**config.mk**
```make
export PLATFORM = sky130hd
export DESIGN_NAME = t1_j1_superframe_sync
export DESIGN_NICKNAME = d
export VERILOG_FILES = /design/src/design/t1_j1_superframe_sync.v
export VERILOG_INCLUDE_DIRS = /design/src /design/src/pkg
export SDC_FILE = /design/constraint.sdc
export NUM_CORES = 2
export LEC_CHECK = 0
export CAP_MARGIN = 5
export CORE_MARGIN = 10
export CORE_UTILIZATION = 55
export CTS_CLUSTER_SIZE = 25
export DETAILED_ROUTE_END_ITERATION = 12
export DONT_BUFFER_PORTS = 1
export PLACE_DENSITY = 0.7
export SYNTH_ARGS = -nofsm -noshare
export SYNTH_HDL_FRONTEND = slang
export SYNTH_SLANG_ARGS = --single-unit
```
**constraint.sdc**
```tcl
create_clock -name clk -period 12 [get_ports clk]
set_input_delay 2.4 -clock clk [delete_from_list [all_inputs] [get_ports clk]]
set_output_delay 2.4 -clock clk [all_outputs]
set_load 0.01 [all_outputs]
```
**src/pkg/t1_j1_superframe_sync_regs.vh**
```
`ifndef T1_J1_SUPERFRAME_SYNC_REGS_VH
`define T1_J1_SUPERFRAME_SYNC_REGS_VH
// Register word offsets (Avalon word address)
`define REG_CTRL      3'h0
`define REG_STATUS    3'h1
`define REG_INT_STAT  3'h2
`define REG_INT_MASK  3'h3
`define REG_ERR_CNT   3'h4
// Control field positions
`define CTRL_BYPASS   0
`define CTRL_MIMIC    1
`define CTRL_J1       2
`define CTRL_OOF_SEL  3
`define CTRL_RESET    4'h0
// Interrupt status field positions
`define INT_MIMIC     0
`define INT_FERR      1
`define INT_LOST      2
`define INT_GAIN      3
`define INT_RESET     4'h0
// Alignment sequence, frame 1 in the top bit
`define SF_PATTERN    12'h8DC
// Framing error window sizes and threshold
`define OOF_WIN_A     3'h4
`define OOF_WIN_B     3'h5
`define OOF_ERRS      3'h2
`endif

```
**src/design/t1_j1_superframe_sync.v**
```verilog
// Contract
// - Superframe: 12 frames, F bit plus 24x8
// - T1 searches F bits for 100011011100
// - T1 requires twelfth alignment bit zero
// - J1 ignores twelfth alignment bit value
// - Mimic select 1: two patterns, no mimic
// - Mimic select 0: two patterns suffice
// - Off-F-bit pattern sets mimic found flag; code sets it only while confirming (ST_CONF)
// - Out-of-frame zero only while synchronized
// - Multiframe start pulse at superframe bit one
// - In sync, report framing bit errors
// - Selectable out-of-frame check drops sync
// - Bypass skips search and monitoring
//
// Chosen here: the register offsets and register access over Avalon-MM.
`include "t1_j1_superframe_sync_regs.vh"

module t1_j1_superframe_sync #(
	parameter FRAMES   = 12,            // Frames per superframe
	parameter CHANNELS = 24             // Channels per frame
) (
	input  wire        clk,             // 50 MHz system clock
	input  wire        rst_b,           // Async reset, active low
	input  wire        rx_bit,          // Decoded line bit
	input  wire        rx_vld,          // Line bit strobe
	input  wire [2:0]  avs_address,     // Word address
	input  wire        avs_read,        // Read request
	input  wire        avs_write,       // Write request
	input  wire [31:0] avs_writedata,   // Write data
	output wire [31:0] avs_readdata,    // Read data
	output wire        avs_waitrequest, // Stall
	output wire        out_bit,         // Forwarded bit
	output wire        out_vld,         // Forwarded strobe
	output wire [3:0]  frame_num,       // Frame 1..12, 0 out of sync
	output wire        terminal_framing_bit,  // Bit is terminal F
	output wire        signaling_framing_bit, // Bit is signaling F
	output wire        sig_a_bit,       // Bit is signaling A
	output wire        sig_b_bit,       // Bit is signaling B
	output wire        multiframe_start_flag, // Superframe start
	output wire        out_of_frame_status,   // High when not in sync
	output wire        mimic_found_flag,      // Sticky mimic seen
	output wire        irq              // Level interrupt
);

	////////////////////////////////////////////////////////////////
	// Constants
	localparam integer BITS = 1 + 8 * CHANNELS;  // Bits per frame
	localparam integer LAST_I = BITS - 1;        // Last slot, full width
	localparam integer FR_I   = FRAMES;          // Frames, full width
	localparam [7:0] LAST_POS = LAST_I[7:0];     // Last bit slot
	localparam [3:0] FR_LAST  = FR_I[3:0];       // Frame twelve
	localparam [3:0] FR_A     = 4'h6;            // Signaling A frame
	localparam [2:0] ST_SEARCH = 3'b001;         // Hunting
	localparam [2:0] ST_CONF   = 3'b010;         // Second pattern
	localparam [2:0] ST_SYNC   = 3'b100;         // Aligned

	// Pattern match, final bit masked in J1
	function pat_match;
		input [11:0] h;
		input        j1;
		reg   [11:0] p;
		begin
			p = `SF_PATTERN;
			if (j1)
				pat_match = (h[11:1] == p[11:1]);
			else
				pat_match = (h == `SF_PATTERN);
		end
	endfunction

	// Count errors among the newest n window bits
	function [2:0] err_count;
		input [4:0] w;
		input [2:0] n;
		integer i;
		begin
			err_count = 3'h0;
			for (i = 0; i < 5; i = i + 1) begin
				if (i < n && w[i])
					err_count = err_count + 3'h1;
			end
		end
	endfunction

	////////////////////////////////////////////////////////////////
	// State
	reg [11:0] hist_mem [0:BITS-1]; // F history per bit offset
	reg [7:0]  pos_q;      // Free-running bit slot
	reg [3:0]  warm_q;     // Frames seen since reset, holds at 12
	reg [7:0]  fpos_q;     // Slot holding the F bit
	reg [3:0]  fr_q;       // Current frame number
	reg [2:0]  cb_q;       // Bit within channel
	reg [2:0]  state_q;    // Sync state
	reg        mim_seen_q; // Mimic seen while confirming
	reg [4:0]  ewin_q;     // Recent F bit errors
	reg        oof_q;      // Out of frame
	reg [3:0]  ctrl_q;     // Control register
	reg [3:0]  st_q;       // Interrupt status
	reg [3:0]  mask_q;     // Interrupt mask
	reg [15:0] ecnt_q;     // Framing error count
	reg        irq_q;      // Interrupt output
	reg        wait_q;     // Waitrequest
	reg [31:0] rdata_q;    // Read data
	reg        obit_q;     // Forwarded bit
	reg        ovld_q;     // Forwarded strobe
	reg [3:0]  onum_q;     // Frame number out
	reg        tf_q;       // Terminal F flag
	reg        sf_q;       // Signaling F flag
	reg        sa_q;       // Signaling A flag
	reg        sb_q;       // Signaling B flag
	reg        mfs_q;      // Multiframe start

	////////////////////////////////////////////////////////////////
	// Combinational decode
	wire        bypass = ctrl_q[`CTRL_BYPASS];
	wire        j1     = ctrl_q[`CTRL_J1];
	wire [11:0] hist_rd  = hist_mem[pos_q];       // History here
	wire [11:0] hist_new = {hist_rd[10:0], rx_bit};
	wire        match  = pat_match(hist_new, j1);
	wire        warm   = (warm_q == FR_LAST);     // Histories full
	wire        is_f   = (pos_q == fpos_q);       // F bit slot
	// Frame that this F bit opens
	wire [3:0]  f_fr   = (fr_q == FR_LAST) ? 4'h1 : fr_q + 4'h1;
	wire [11:0] pat    = `SF_PATTERN;
	wire [3:0]  pidx   = FR_LAST - f_fr;          // Bit of pattern
	wire        f_last = (f_fr == FR_LAST);
	// F bit error; J1 final bit is yellow alarm, not checked
	wire        f_err  = (rx_bit != pat[pidx]) && !(j1 && f_last);
	wire        insync = (state_q == ST_SYNC);
	wire [4:0]  ewin_d = {ewin_q[3:0], f_err};
	wire [2:0]  win_n  = ctrl_q[`CTRL_OOF_SEL] ? `OOF_WIN_B
	                                           : `OOF_WIN_A;
	wire        oof_hit = err_count(ewin_d, win_n) >= `OOF_ERRS;
	wire        searching = (state_q == ST_CONF);
	// Events
	wire ev_mimic = rx_vld && !bypass && warm && searching &&
	                match && !is_f;
	wire ev_ferr  = rx_vld && !bypass && insync && is_f &&
	                f_err;
	wire ev_lost  = rx_vld && !bypass && insync && is_f && oof_hit;
	wire ev_gain  = rx_vld && !bypass && searching && is_f && !f_err &&
	                f_last && !(ctrl_q[`CTRL_MIMIC] && mim_seen_q);
	// Bus strobes
	wire        wr_en = avs_write && !wait_q;     // Write commits
	wire [3:0]  w1c   = (wr_en && avs_address == `REG_INT_STAT) ?
	                    avs_writedata[3:0] : 4'h0;
	wire [3:0]  ev    = {ev_gain, ev_lost, ev_ferr, ev_mimic};
	wire [3:0]  st_d  = (st_q & ~w1c) | ev;       // Set wins

	////////////////////////////////////////////////////////////////
	// Per-offset history store; no reset, warm_q hides garbage
	always @(posedge clk) begin
		if (rx_vld)
			hist_mem[pos_q] <= hist_new;
	end

	////////////////////////////////////////////////////////////////
	// Bit slot counter and warm-up
	always @(posedge clk or negedge rst_b) begin
		if (!rst_b) begin
			pos_q  <= 8'h00;
			warm_q <= 4'h0;
		end else if (rx_vld) begin
			if (pos_q == LAST_POS) begin
				pos_q <= 8'h00;
				if (!warm)
					warm_q <= warm_q + 4'h1;
			end else begin
				pos_q <= pos_q + 8'h01;
			end
		end
	end

	////////////////////////////////////////////////////////////////
	// Alignment state machine
	always @(posedge clk or negedge rst_b) begin
		if (!rst_b) begin
			state_q    <= ST_SEARCH;
			fpos_q     <= 8'h00;
			fr_q       <= 4'h0;
			cb_q       <= 3'h0;
			mim_seen_q <= 1'b0;
			ewin_q     <= 5'h00;
			oof_q      <= 1'b1;
		end else if (bypass) begin
			// No search or monitoring while bypassed
			state_q <= ST_SEARCH;
			oof_q   <= 1'b1;
		end else if (rx_vld) begin
			// Channel bit count restarts after each F bit
			if (is_f)
				cb_q <= 3'h0;
			else
				cb_q <= cb_q + 3'h1;
			case (state_q)
				ST_SEARCH: begin
					// First offset showing the whole pattern wins
					if (warm && match) begin
						fpos_q     <= pos_q;
						fr_q       <= FR_LAST;
						mim_seen_q <= 1'b0;
						state_q    <= ST_CONF;
					end
				end
				ST_CONF: begin
					if (ev_mimic)
						mim_seen_q <= 1'b1;
					if (is_f) begin
						fr_q <= f_fr;
						if (f_err)
							state_q <= ST_SEARCH;
						else if (f_last) begin
							// Mimic blocks sync only when selected
							if (ev_gain) begin
								state_q <= ST_SYNC;
								oof_q   <= 1'b0;
								ewin_q  <= 5'h00;
							end else begin
								state_q <= ST_SEARCH;
							end
						end
					end
				end
				ST_SYNC: begin
					if (is_f) begin
						fr_q   <= f_fr;
						ewin_q <= ewin_d;
						if (oof_hit) begin
							state_q <= ST_SEARCH;
							oof_q   <= 1'b1;
						end
					end
				end
				default: begin
					state_q <= ST_SEARCH;
					oof_q   <= 1'b1;
				end
			endcase
		end
	end

	////////////////////////////////////////////////////////////////
	// Output stream with frame markers, one cycle after input
	always @(posedge clk or negedge rst_b) begin
		if (!rst_b) begin
			obit_q <= 1'b0;
			ovld_q <= 1'b0;
			onum_q <= 4'h0;
			tf_q   <= 1'b0;
			sf_q   <= 1'b0;
			sa_q   <= 1'b0;
			sb_q   <= 1'b0;
			mfs_q  <= 1'b0;
		end else begin
			obit_q <= rx_bit;
			ovld_q <= rx_vld;
			// The F bit that drops sync carries no marker
			if (rx_vld && insync && !bypass && !ev_lost) begin
				onum_q <= is_f ? f_fr : fr_q;
				tf_q   <= is_f && f_fr[0];
				sf_q   <= is_f && !f_fr[0];
				sa_q   <= !is_f && cb_q == 3'h7 &&
				          fr_q == FR_A;
				sb_q   <= !is_f && cb_q == 3'h7 &&
				          fr_q == FR_LAST;
				mfs_q  <= is_f && f_fr == 4'h1;
			end else begin
				onum_q <= 4'h0;
				tf_q   <= 1'b0;
				sf_q   <= 1'b0;
				sa_q   <= 1'b0;
				sb_q   <= 1'b0;
				mfs_q  <= 1'b0;
			end
		end
	end

	////////////////////////////////////////////////////////////////
	// Registers, interrupts and error counter
	always @(posedge clk or negedge rst_b) begin
		if (!rst_b) begin
			ctrl_q <= `CTRL_RESET;
			mask_q <= `INT_RESET;
			st_q   <= `INT_RESET;
			irq_q  <= 1'b0;
			ecnt_q <= 16'h0000;
		end else begin
			st_q  <= st_d;
			irq_q <= |(st_d & mask_q);
			if (wr_en && avs_address == `REG_CTRL)
				ctrl_q <= avs_writedata[3:0];
			if (wr_en && avs_address == `REG_INT_MASK)
				mask_q <= avs_writedata[3:0];
			// Count saturates; an error beats a clearing write
			if (ev_ferr) begin
				if (ecnt_q != 16'hFFFF)
					ecnt_q <= ecnt_q + 16'h0001;
			end else if (wr_en && avs_address == `REG_ERR_CNT) begin
				ecnt_q <= 16'h0000;
			end
		end
	end

	////////////////////////////////////////////////////////////////
	// Avalon slave: every access answers after one wait cycle
	always @(posedge clk or negedge rst_b) begin
		if (!rst_b) begin
			wait_q  <= 1'b1;
			rdata_q <= 32'h00000000;
		end else if (!wait_q) begin
			wait_q <= 1'b1;
		end else if (avs_read || avs_write) begin
			wait_q  <= 1'b0;
			rdata_q <= 32'h00000000;
			if (avs_read) begin
				case (avs_address)
					`REG_CTRL:     rdata_q[3:0] <= ctrl_q;
					`REG_STATUS:   rdata_q[7:0] <= {onum_q,
					               state_q == ST_CONF, insync,
					               state_q == ST_SEARCH, oof_q};
					`REG_INT_STAT: rdata_q[3:0] <= st_q;
					`REG_INT_MASK: rdata_q[3:0] <= mask_q;
					`REG_ERR_CNT:  rdata_q[15:0] <= ecnt_q;
					default:       rdata_q <= 32'h00000000;
				endcase
			end
		end
	end

	////////////////////////////////////////////////////////////////
	// Port drive, all from flip-flops
	assign avs_readdata          = rdata_q;
	assign avs_waitrequest       = wait_q;
	assign out_bit               = obit_q;
	assign out_vld               = ovld_q;
	assign frame_num             = onum_q;
	assign terminal_framing_bit  = tf_q;
	assign signaling_framing_bit = sf_q;
	assign sig_a_bit             = sa_q;
	assign sig_b_bit             = sb_q;
	assign multiframe_start_flag = mfs_q;
	assign out_of_frame_status   = oof_q;
	assign mimic_found_flag      = st_q[`INT_MIMIC];
	assign irq                   = irq_q;

endmodule // t1_j1_superframe_sync

```
After elaboration in Yosys (flattened, before gate mapping)
Memories as Yosys holds them, arrays and structs flattened.
Cells that the tools add are included.
W data, S select, Z words.
{ "word_totals": {"reg_bits": 109, "ram_bits": 2316, "romBits": 16, "input_bits": 41, "out_inout_bits": 47, "wordCells": 209, "memories": 2} }
{ "memory_table": {"columns": ["memory", "words", "width", "read_ports", "rd_clocked_by_memory_dff", "write_ports", "line_no", "rtl"], "rows": [
  ["hist_mem", 193, 12, 1, 0, 1, "t1_j1_superframe_sync.v:87", "reg [11:0] hist_mem [0:BITS-1];"],
  ["(name not given)", 16, 1, 1, 0, 0, "t1_j1_superframe_sync.v:128", "wire f_err = (rx_bit != pat[pidx]) && !(j1 && f_last);"]
]} }
{ "classes": {"add_sub_neg": 10, "n_lt_le_gt_ge": 7, "n_eq_ne": 36, "mux": 60, "bitwise_logic": 6, "reduce_logical": 64} }
{ "op_table": {"columns": ["cell", "count"], "rows": [
  ["$mux W16", 4],
  ["$mux W3", 14],
  ["$mux W4", 10],
  ["$logic_and A1 B1 Y1", 37],
  ["$pmux W4 S2", 3],
  ["$mux W1", 23],
  ["$pmux W4 S5", 1],
  ["$add A16 B1 Y16 const B", 1],
  ["$mux W8", 2],
  ["$ne A16 B16 Y1 const B", 1],
  ["$reduce_and A8 Y1", 2],
  ["$add A3 B1 Y3 const B", 5],
  ["$ne A3 B3 Y1 const B", 5],
  ["$eq A12 B12 Y1 const B", 1],
  ["$eq A4 B4 Y1 const B", 3],
  ["$ne A2 B2 Y1 const B", 6],
  ["$eq A11 B11 Y1 const B", 1],
  ["$reduce_bool A2 Y1", 5],
  ["$eq A3 B2 Y1 const B", 3],
  ["$eq A3 B3 Y1 const B", 3],
  ["$pmux W3 S3", 1],
  ["$add A4 B1 Y4 const B", 2],
  ["$add A8 B1 Y8 const B", 1],
  ["$and A4 B4 Y4", 2],
  ["30 further kinds", 47]
]} }

Logic depth before layout (Yosys ltp)
{ "logic_depth": {"depth_word": 23, "mapped_depth": 25, "ltp_nobuf": 25} }

Least setup slack after synthesis
Ideal clock, no wire load.
{ "synth_timing": {"path_type": "register -> register", "start": "reg pos_q[0]", "end": "mem hist_mem[0][8] (data pin)", "setup_time_ns": 1.635, "arrival_ns": 9.420, "t_required_ns": 10.365, "path_slack_ns": 0.945, "path_stages_with_launch": 13, "n_path_buf": 6, "period_less_slack_ns": 11.055, "path_cell_list": "dfrtp_1 -> buf_6 -> buf_6 -> buf_4 -> buf_4 -> buf_4 -> buf_4 -> mux2i_1 -> a22oi_1 -> a21oi_1 -> nor3_1 -> a221oi_1 -> nor3_1"} }
{ "synth_between": {"elab_chain_cells": 1} }
{ "synth_rtl": {"columns": ["element", "line_no", "rtl"], "rows": [
  ["start: declaration", "t1_j1_superframe_sync.v:88", "reg [7:0] pos_q;"],
  ["start signal: assignment", "t1_j1_superframe_sync.v:169", "pos_q <= pos_q + 8'h01;"],
  ["$mem_v2 Z193 W12", null, null],
  ["named net hist_rd[7]", "t1_j1_superframe_sync.v:117", "wire [11:0] hist_rd = hist_mem[pos_q];"],
  ["end: declaration", "t1_j1_superframe_sync.v:87", null]
]} }
The timed path passes the listed nets, and every way through them passes these cells.

Worst setup path after layout
{ "layout_timing": {"start": "reg pos_q[1]", "end": "reg fpos_q[7]"} }
{ "layout_between": {"elab_chain_cells": 5, "word_cells_on_any_way": 6, "classes_between": "eq/ne: 2; mux: 1; reduce/logical: 2; memory: 1"} }
{ "layout_rtl": {"columns": ["element", "line_no", "rtl"], "rows": [
  ["$mem_v2 Z193 W12 *", null, null],
  ["named net hist_rd[4]", "t1_j1_superframe_sync.v:117", null],
  ["$eq A12 B12 Y1 (no source line) or $eq A11 B11 Y1 (tied branches)", null, null],
  ["$mux W1 *", "t1_j1_superframe_sync.v:64", "if (j1)"],
  ["$logic_and A1 B1 Y1 *", "t1_j1_superframe_sync.v:198", "if (warm && match) begin"],
  ["$reduce_and A4 Y1 (no source line) *", null, null],
  ["end signal: assignment", "t1_j1_superframe_sync.v:199", "fpos_q <= pos_q;"],
  ["end: declaration", "t1_j1_superframe_sync.v:90", "reg [7:0] fpos_q;"]
]} }
The timed path passes the listed nets; every way through them passes the cells marked *.
A chain may end at the register's enable or synchronous reset.

==> results.toml <==
[floorplanning]
core_sq_um = 158000
dieArea_sq_um = 175000
start_util = 0.552
die_h_um = 418
placementRows = 146
pin_count = 88
die_w_um = 418

[timing]
slew_headroom = 0.138
fin_setup_tns_ns = 0
rsz0062_at_grt = "no"
fin_skew_ns = 0.0458
max_freq_mhz = 147
post-route-period-util = 0.568
hold_violations = 0
tightest_slew_ns = 1.29
maxSlewViolCount = 0
setup_violations = 0
whs_ns = 0.473
fin_crit_ns = 6.81

[yosys]
synthFlopType = "edfxtp_1"
ys_ff_latch = 2216
ys_warn_count = 0
syn-cell-area_sq_um = 87300
async_reset_ff_frac = 0.0420
ys_types = 77
synth_edf_count = 2123
yosysSeqAreaShare = 0.757
avgSynthCellArea_sq_um = 19.3
synthCells = 4512

[clock_network]
clkSlewWorstSetupHoldPaths_ns = 0.06
cts_tree = "done"
clock_path_buffers = 3
post-cts-setup-buffer-count = 0
cts.sinks = 2216
cts_max_level = 4
cts_resized = 0
cts-root-buf = "clkbuf_16"
hold_buffers = 0
numCtsBuffers = 210
clk-insertion-delay-late_ns = 0.86

[setup_path]
rr_endpoint = "fpos_q[7]"
start_kind = "register"
cpMaxStageDelayCell = "nor4_4"
cp.buffers_inverters = 2
rr_worst_depth = 11
cp_top_family = "simple AND/OR/NAND/NOR gates"
reg2reg_from = "pos_q[1]"
r2r_slack_ns = 5.19
cpPeakStageDelay_ns = 1.06
arrival_ns = 7.55
cp.required_ns = 12.74
path_class = "register to register"
crit_chain = "nor2_4 -> buf_4 -> buf_4 -> a22oi_1 -> nand3_1 -> nand4_1 -> o32ai_1 -> nor2_4 -> or3_1 -> nor4_4 -> mux2_2"
path_max_fanout = 43
worstSetupEndpointType = "register"

[pwr]
vdd_drop_max_mv = 0.893
p_leak_nw = 31.5
cellPowerDensity_nw_per_um2 = 286

[drt]
ant_nets = 0
drtIter0Drc = 5499
route.detailed.drc = 0
viasPerCell = 6.57
first_pass_iters = 6
avgRoutedWirePerCell_um = 31.7
drt_wl_total_um = 219000
num_vias = 45404

[flow_run]
cap_violations = 0

[layout]
drive_gt1_frac = 0.197
multi_input_area_sq_um = 19700
syn2layout_area_growth_pct = 10.8
seqCellArea_sq_um = 66100
nNetsFinal = 4726
fillerInstances = 10896
final_util = 0.612

[global_routing]
grt-ovfl-total = 0
grt_max_degree = 198
grt_pass1_vias = 44918
grt_antenna_before_repair = 6
grt_util_all_layers = 0.249
grt_pass1_wl_um = 317000

[status]
status = "completed"

[worst_hold_path]
min_from = "warm_q[3]"
hold_path.class = "register to register"
whs_endpoint = "warm_q[3]"
holdPathStages = 1

[placement]
dp_hpwl_um = 130000
io_buffers = 0
place.gp.congestion = 0.880
## metrics by stage
| step | area [sq um] | power, mW | setup WS, ns | instances |
|---|---|---|---|---|
| detailed placement | 90100 | 21.4 | 5.15 | 6525 |
| global placement | 90100 | 21.1 | 5.18 | 6525 |
| CTS | 96700 | 27.7 | 5.14 | 6911 |
| global route | 96700 | 28.6 | 4.99 | 6912 |
| floorplan | 87400 | 18.1 | 0.945 | 4527 |
| finish | 96700 | 27.7 | 5.19 | 6915 |
## per-layer routing
metal / vias to the layer above / track usage / part of all wire
li1: 18707 / - / -
met2: 2492 / 0.383 / 0.47
met5: - / 0 / 0.00011
met1: 23682 / 0.343 / 0.38
met4: 4 / 0.110 / 0.048
met3: 519 / 0.0575 / 0.10
## layout make-up
| class | count | area share |
|---|---|---|
| clock inverters | 123 | 0.0117 |
| flip-flops and latches | 2216 | 0.683 |
| repair buffers | 199 | 0.0162 |
| clock buffers | 263 | 0.0568 |
| inverters | 32 | 0.00140 |
| diodes | 3 | 0.0000776 |
| well taps | 2072 | 0.0268 |
| multi-input cells | 2007 | 0.204 |
## flip-flops by register name (all words and copies together), names as in the netlist, 4 cells and up
register and flops:
avs_readdata 16, ctrl_q 4, ecnt_q 16, ewin_q 4, fpos_q 8, fr_q 4
frame_num 4, hist_mem 2123, mask_q 4, pos_q 8, st_q 4, warm_q 4
## cells by family after synthesis
logic type      count (synthesis)  share of synthesized area
mux                           780                      0.142
fa+ha+maj                      19                    0.00272
compound gates                517                     0.0418
flops                        2216                      0.757
xor+xnor                       28                    0.00297
other cells                     1                  0.0000430
simple gates                  647                     0.0339
buf+inv                       304                     0.0193
## power by group
group / switching, mW / internal, mW / leakage (nW)
Clock: 2.83 / 3.57 / 3.23
Sequential: 0.153 / 12.0 / 20.4
Combinational: 6.81 / 2.33 / 7.90
Total: 9.78 / 17.9 / 31.5
## how the worst max path moves through the flow
stage,end,startpoint,cells past startpoint,slack [ns]
floorplan,hist_mem[0][8],pos_q[0],12,0.95
global placement,fpos_q[0],pos_q[0],10,5.18
detailed placement,fpos_q[7],pos_q[0],10,5.15
CTS,fpos_q[7],pos_q[1],11,5.14
global route,fpos_q[0],pos_q[0],10,4.99
finish,fpos_q[7],pos_q[1],11,5.19
## synthesized netlist by cell type, drive strengths merged, types with 12 or more instances
| cell | number | area share |
|---|---|---|
| nor4 | 13 | 0.0011 |
| ha | 19 | 0.0027 |
| o21ai | 50 | 0.0029 |
| and2 | 13 | 0.00093 |
| a21oi | 84 | 0.0048 |
| clkbuf | 123 | 0.0053 |
| nor3 | 25 | 0.0014 |
| a31oi | 15 | 0.0011 |
| dfrtp | 90 | 0.026 |
| nand2 | 137 | 0.0059 |
| buf | 149 | 0.013 |
| nand3 | 95 | 0.0054 |
| a22oi | 215 | 0.019 |
| a221oi | 31 | 0.0031 |
| edfxtp | 2123 | 0.73 |
| a22o | 21 | 0.0021 |
| mux4 | 362 | 0.093 |
| o22ai | 23 | 0.0016 |
| nor2b | 17 | 0.0012 |
| mux2 | 52 | 0.0069 |
| or3 | 12 | 0.00086 |
| a211oi | 18 | 0.0015 |
| mux2i | 366 | 0.042 |
| inv | 30 | 0.0013 |
| nand4 | 21 | 0.0015 |
| nor2 | 264 | 0.011 |
| xnor2 | 24 | 0.0024 |
## worst reg2reg max path, stage by stage, from the launching register on
cell     delay [ns]
dfrtp_4        0.71
nor2_4         0.87
buf_4          0.80
buf_4          0.49
a22oi_1        0.13
nand3_1        0.17
nand4_1        0.44
o32ai_1        0.64
nor2_4         0.30
or3_1          0.65
nor4_4         1.07
mux2_2         0.43
## cells in the final DEF (no fill, tap or decap), types with 11 or more instances in the layout
master        n
nor2_1      258
nand3_1      87
nor3_1       24
nor2b_1      13
o21ai_0      47
conb_1       16
a211oi_1     18
a21oi_1      84
nand4_1      21
edfxtp_1   2123
clkbuf_1     49
a22oi_1     214
a221oi_1     31
mux2i_1     366
mux2_2       47
a31oi_1      15
dfrtp_1      85
nand2_1     137
buf_4       193
ha_1         19
or3_1        12
clkinv_1     46
a22o_1       21
inv_1        26
xnor2_1      24
nor4_1       11
clkbuf_16   210
clkinv_2     40
bufinv_16    15
o22ai_1      23
and2_1       11
mux4_2      362
Power figures use the tool's default switching activity.
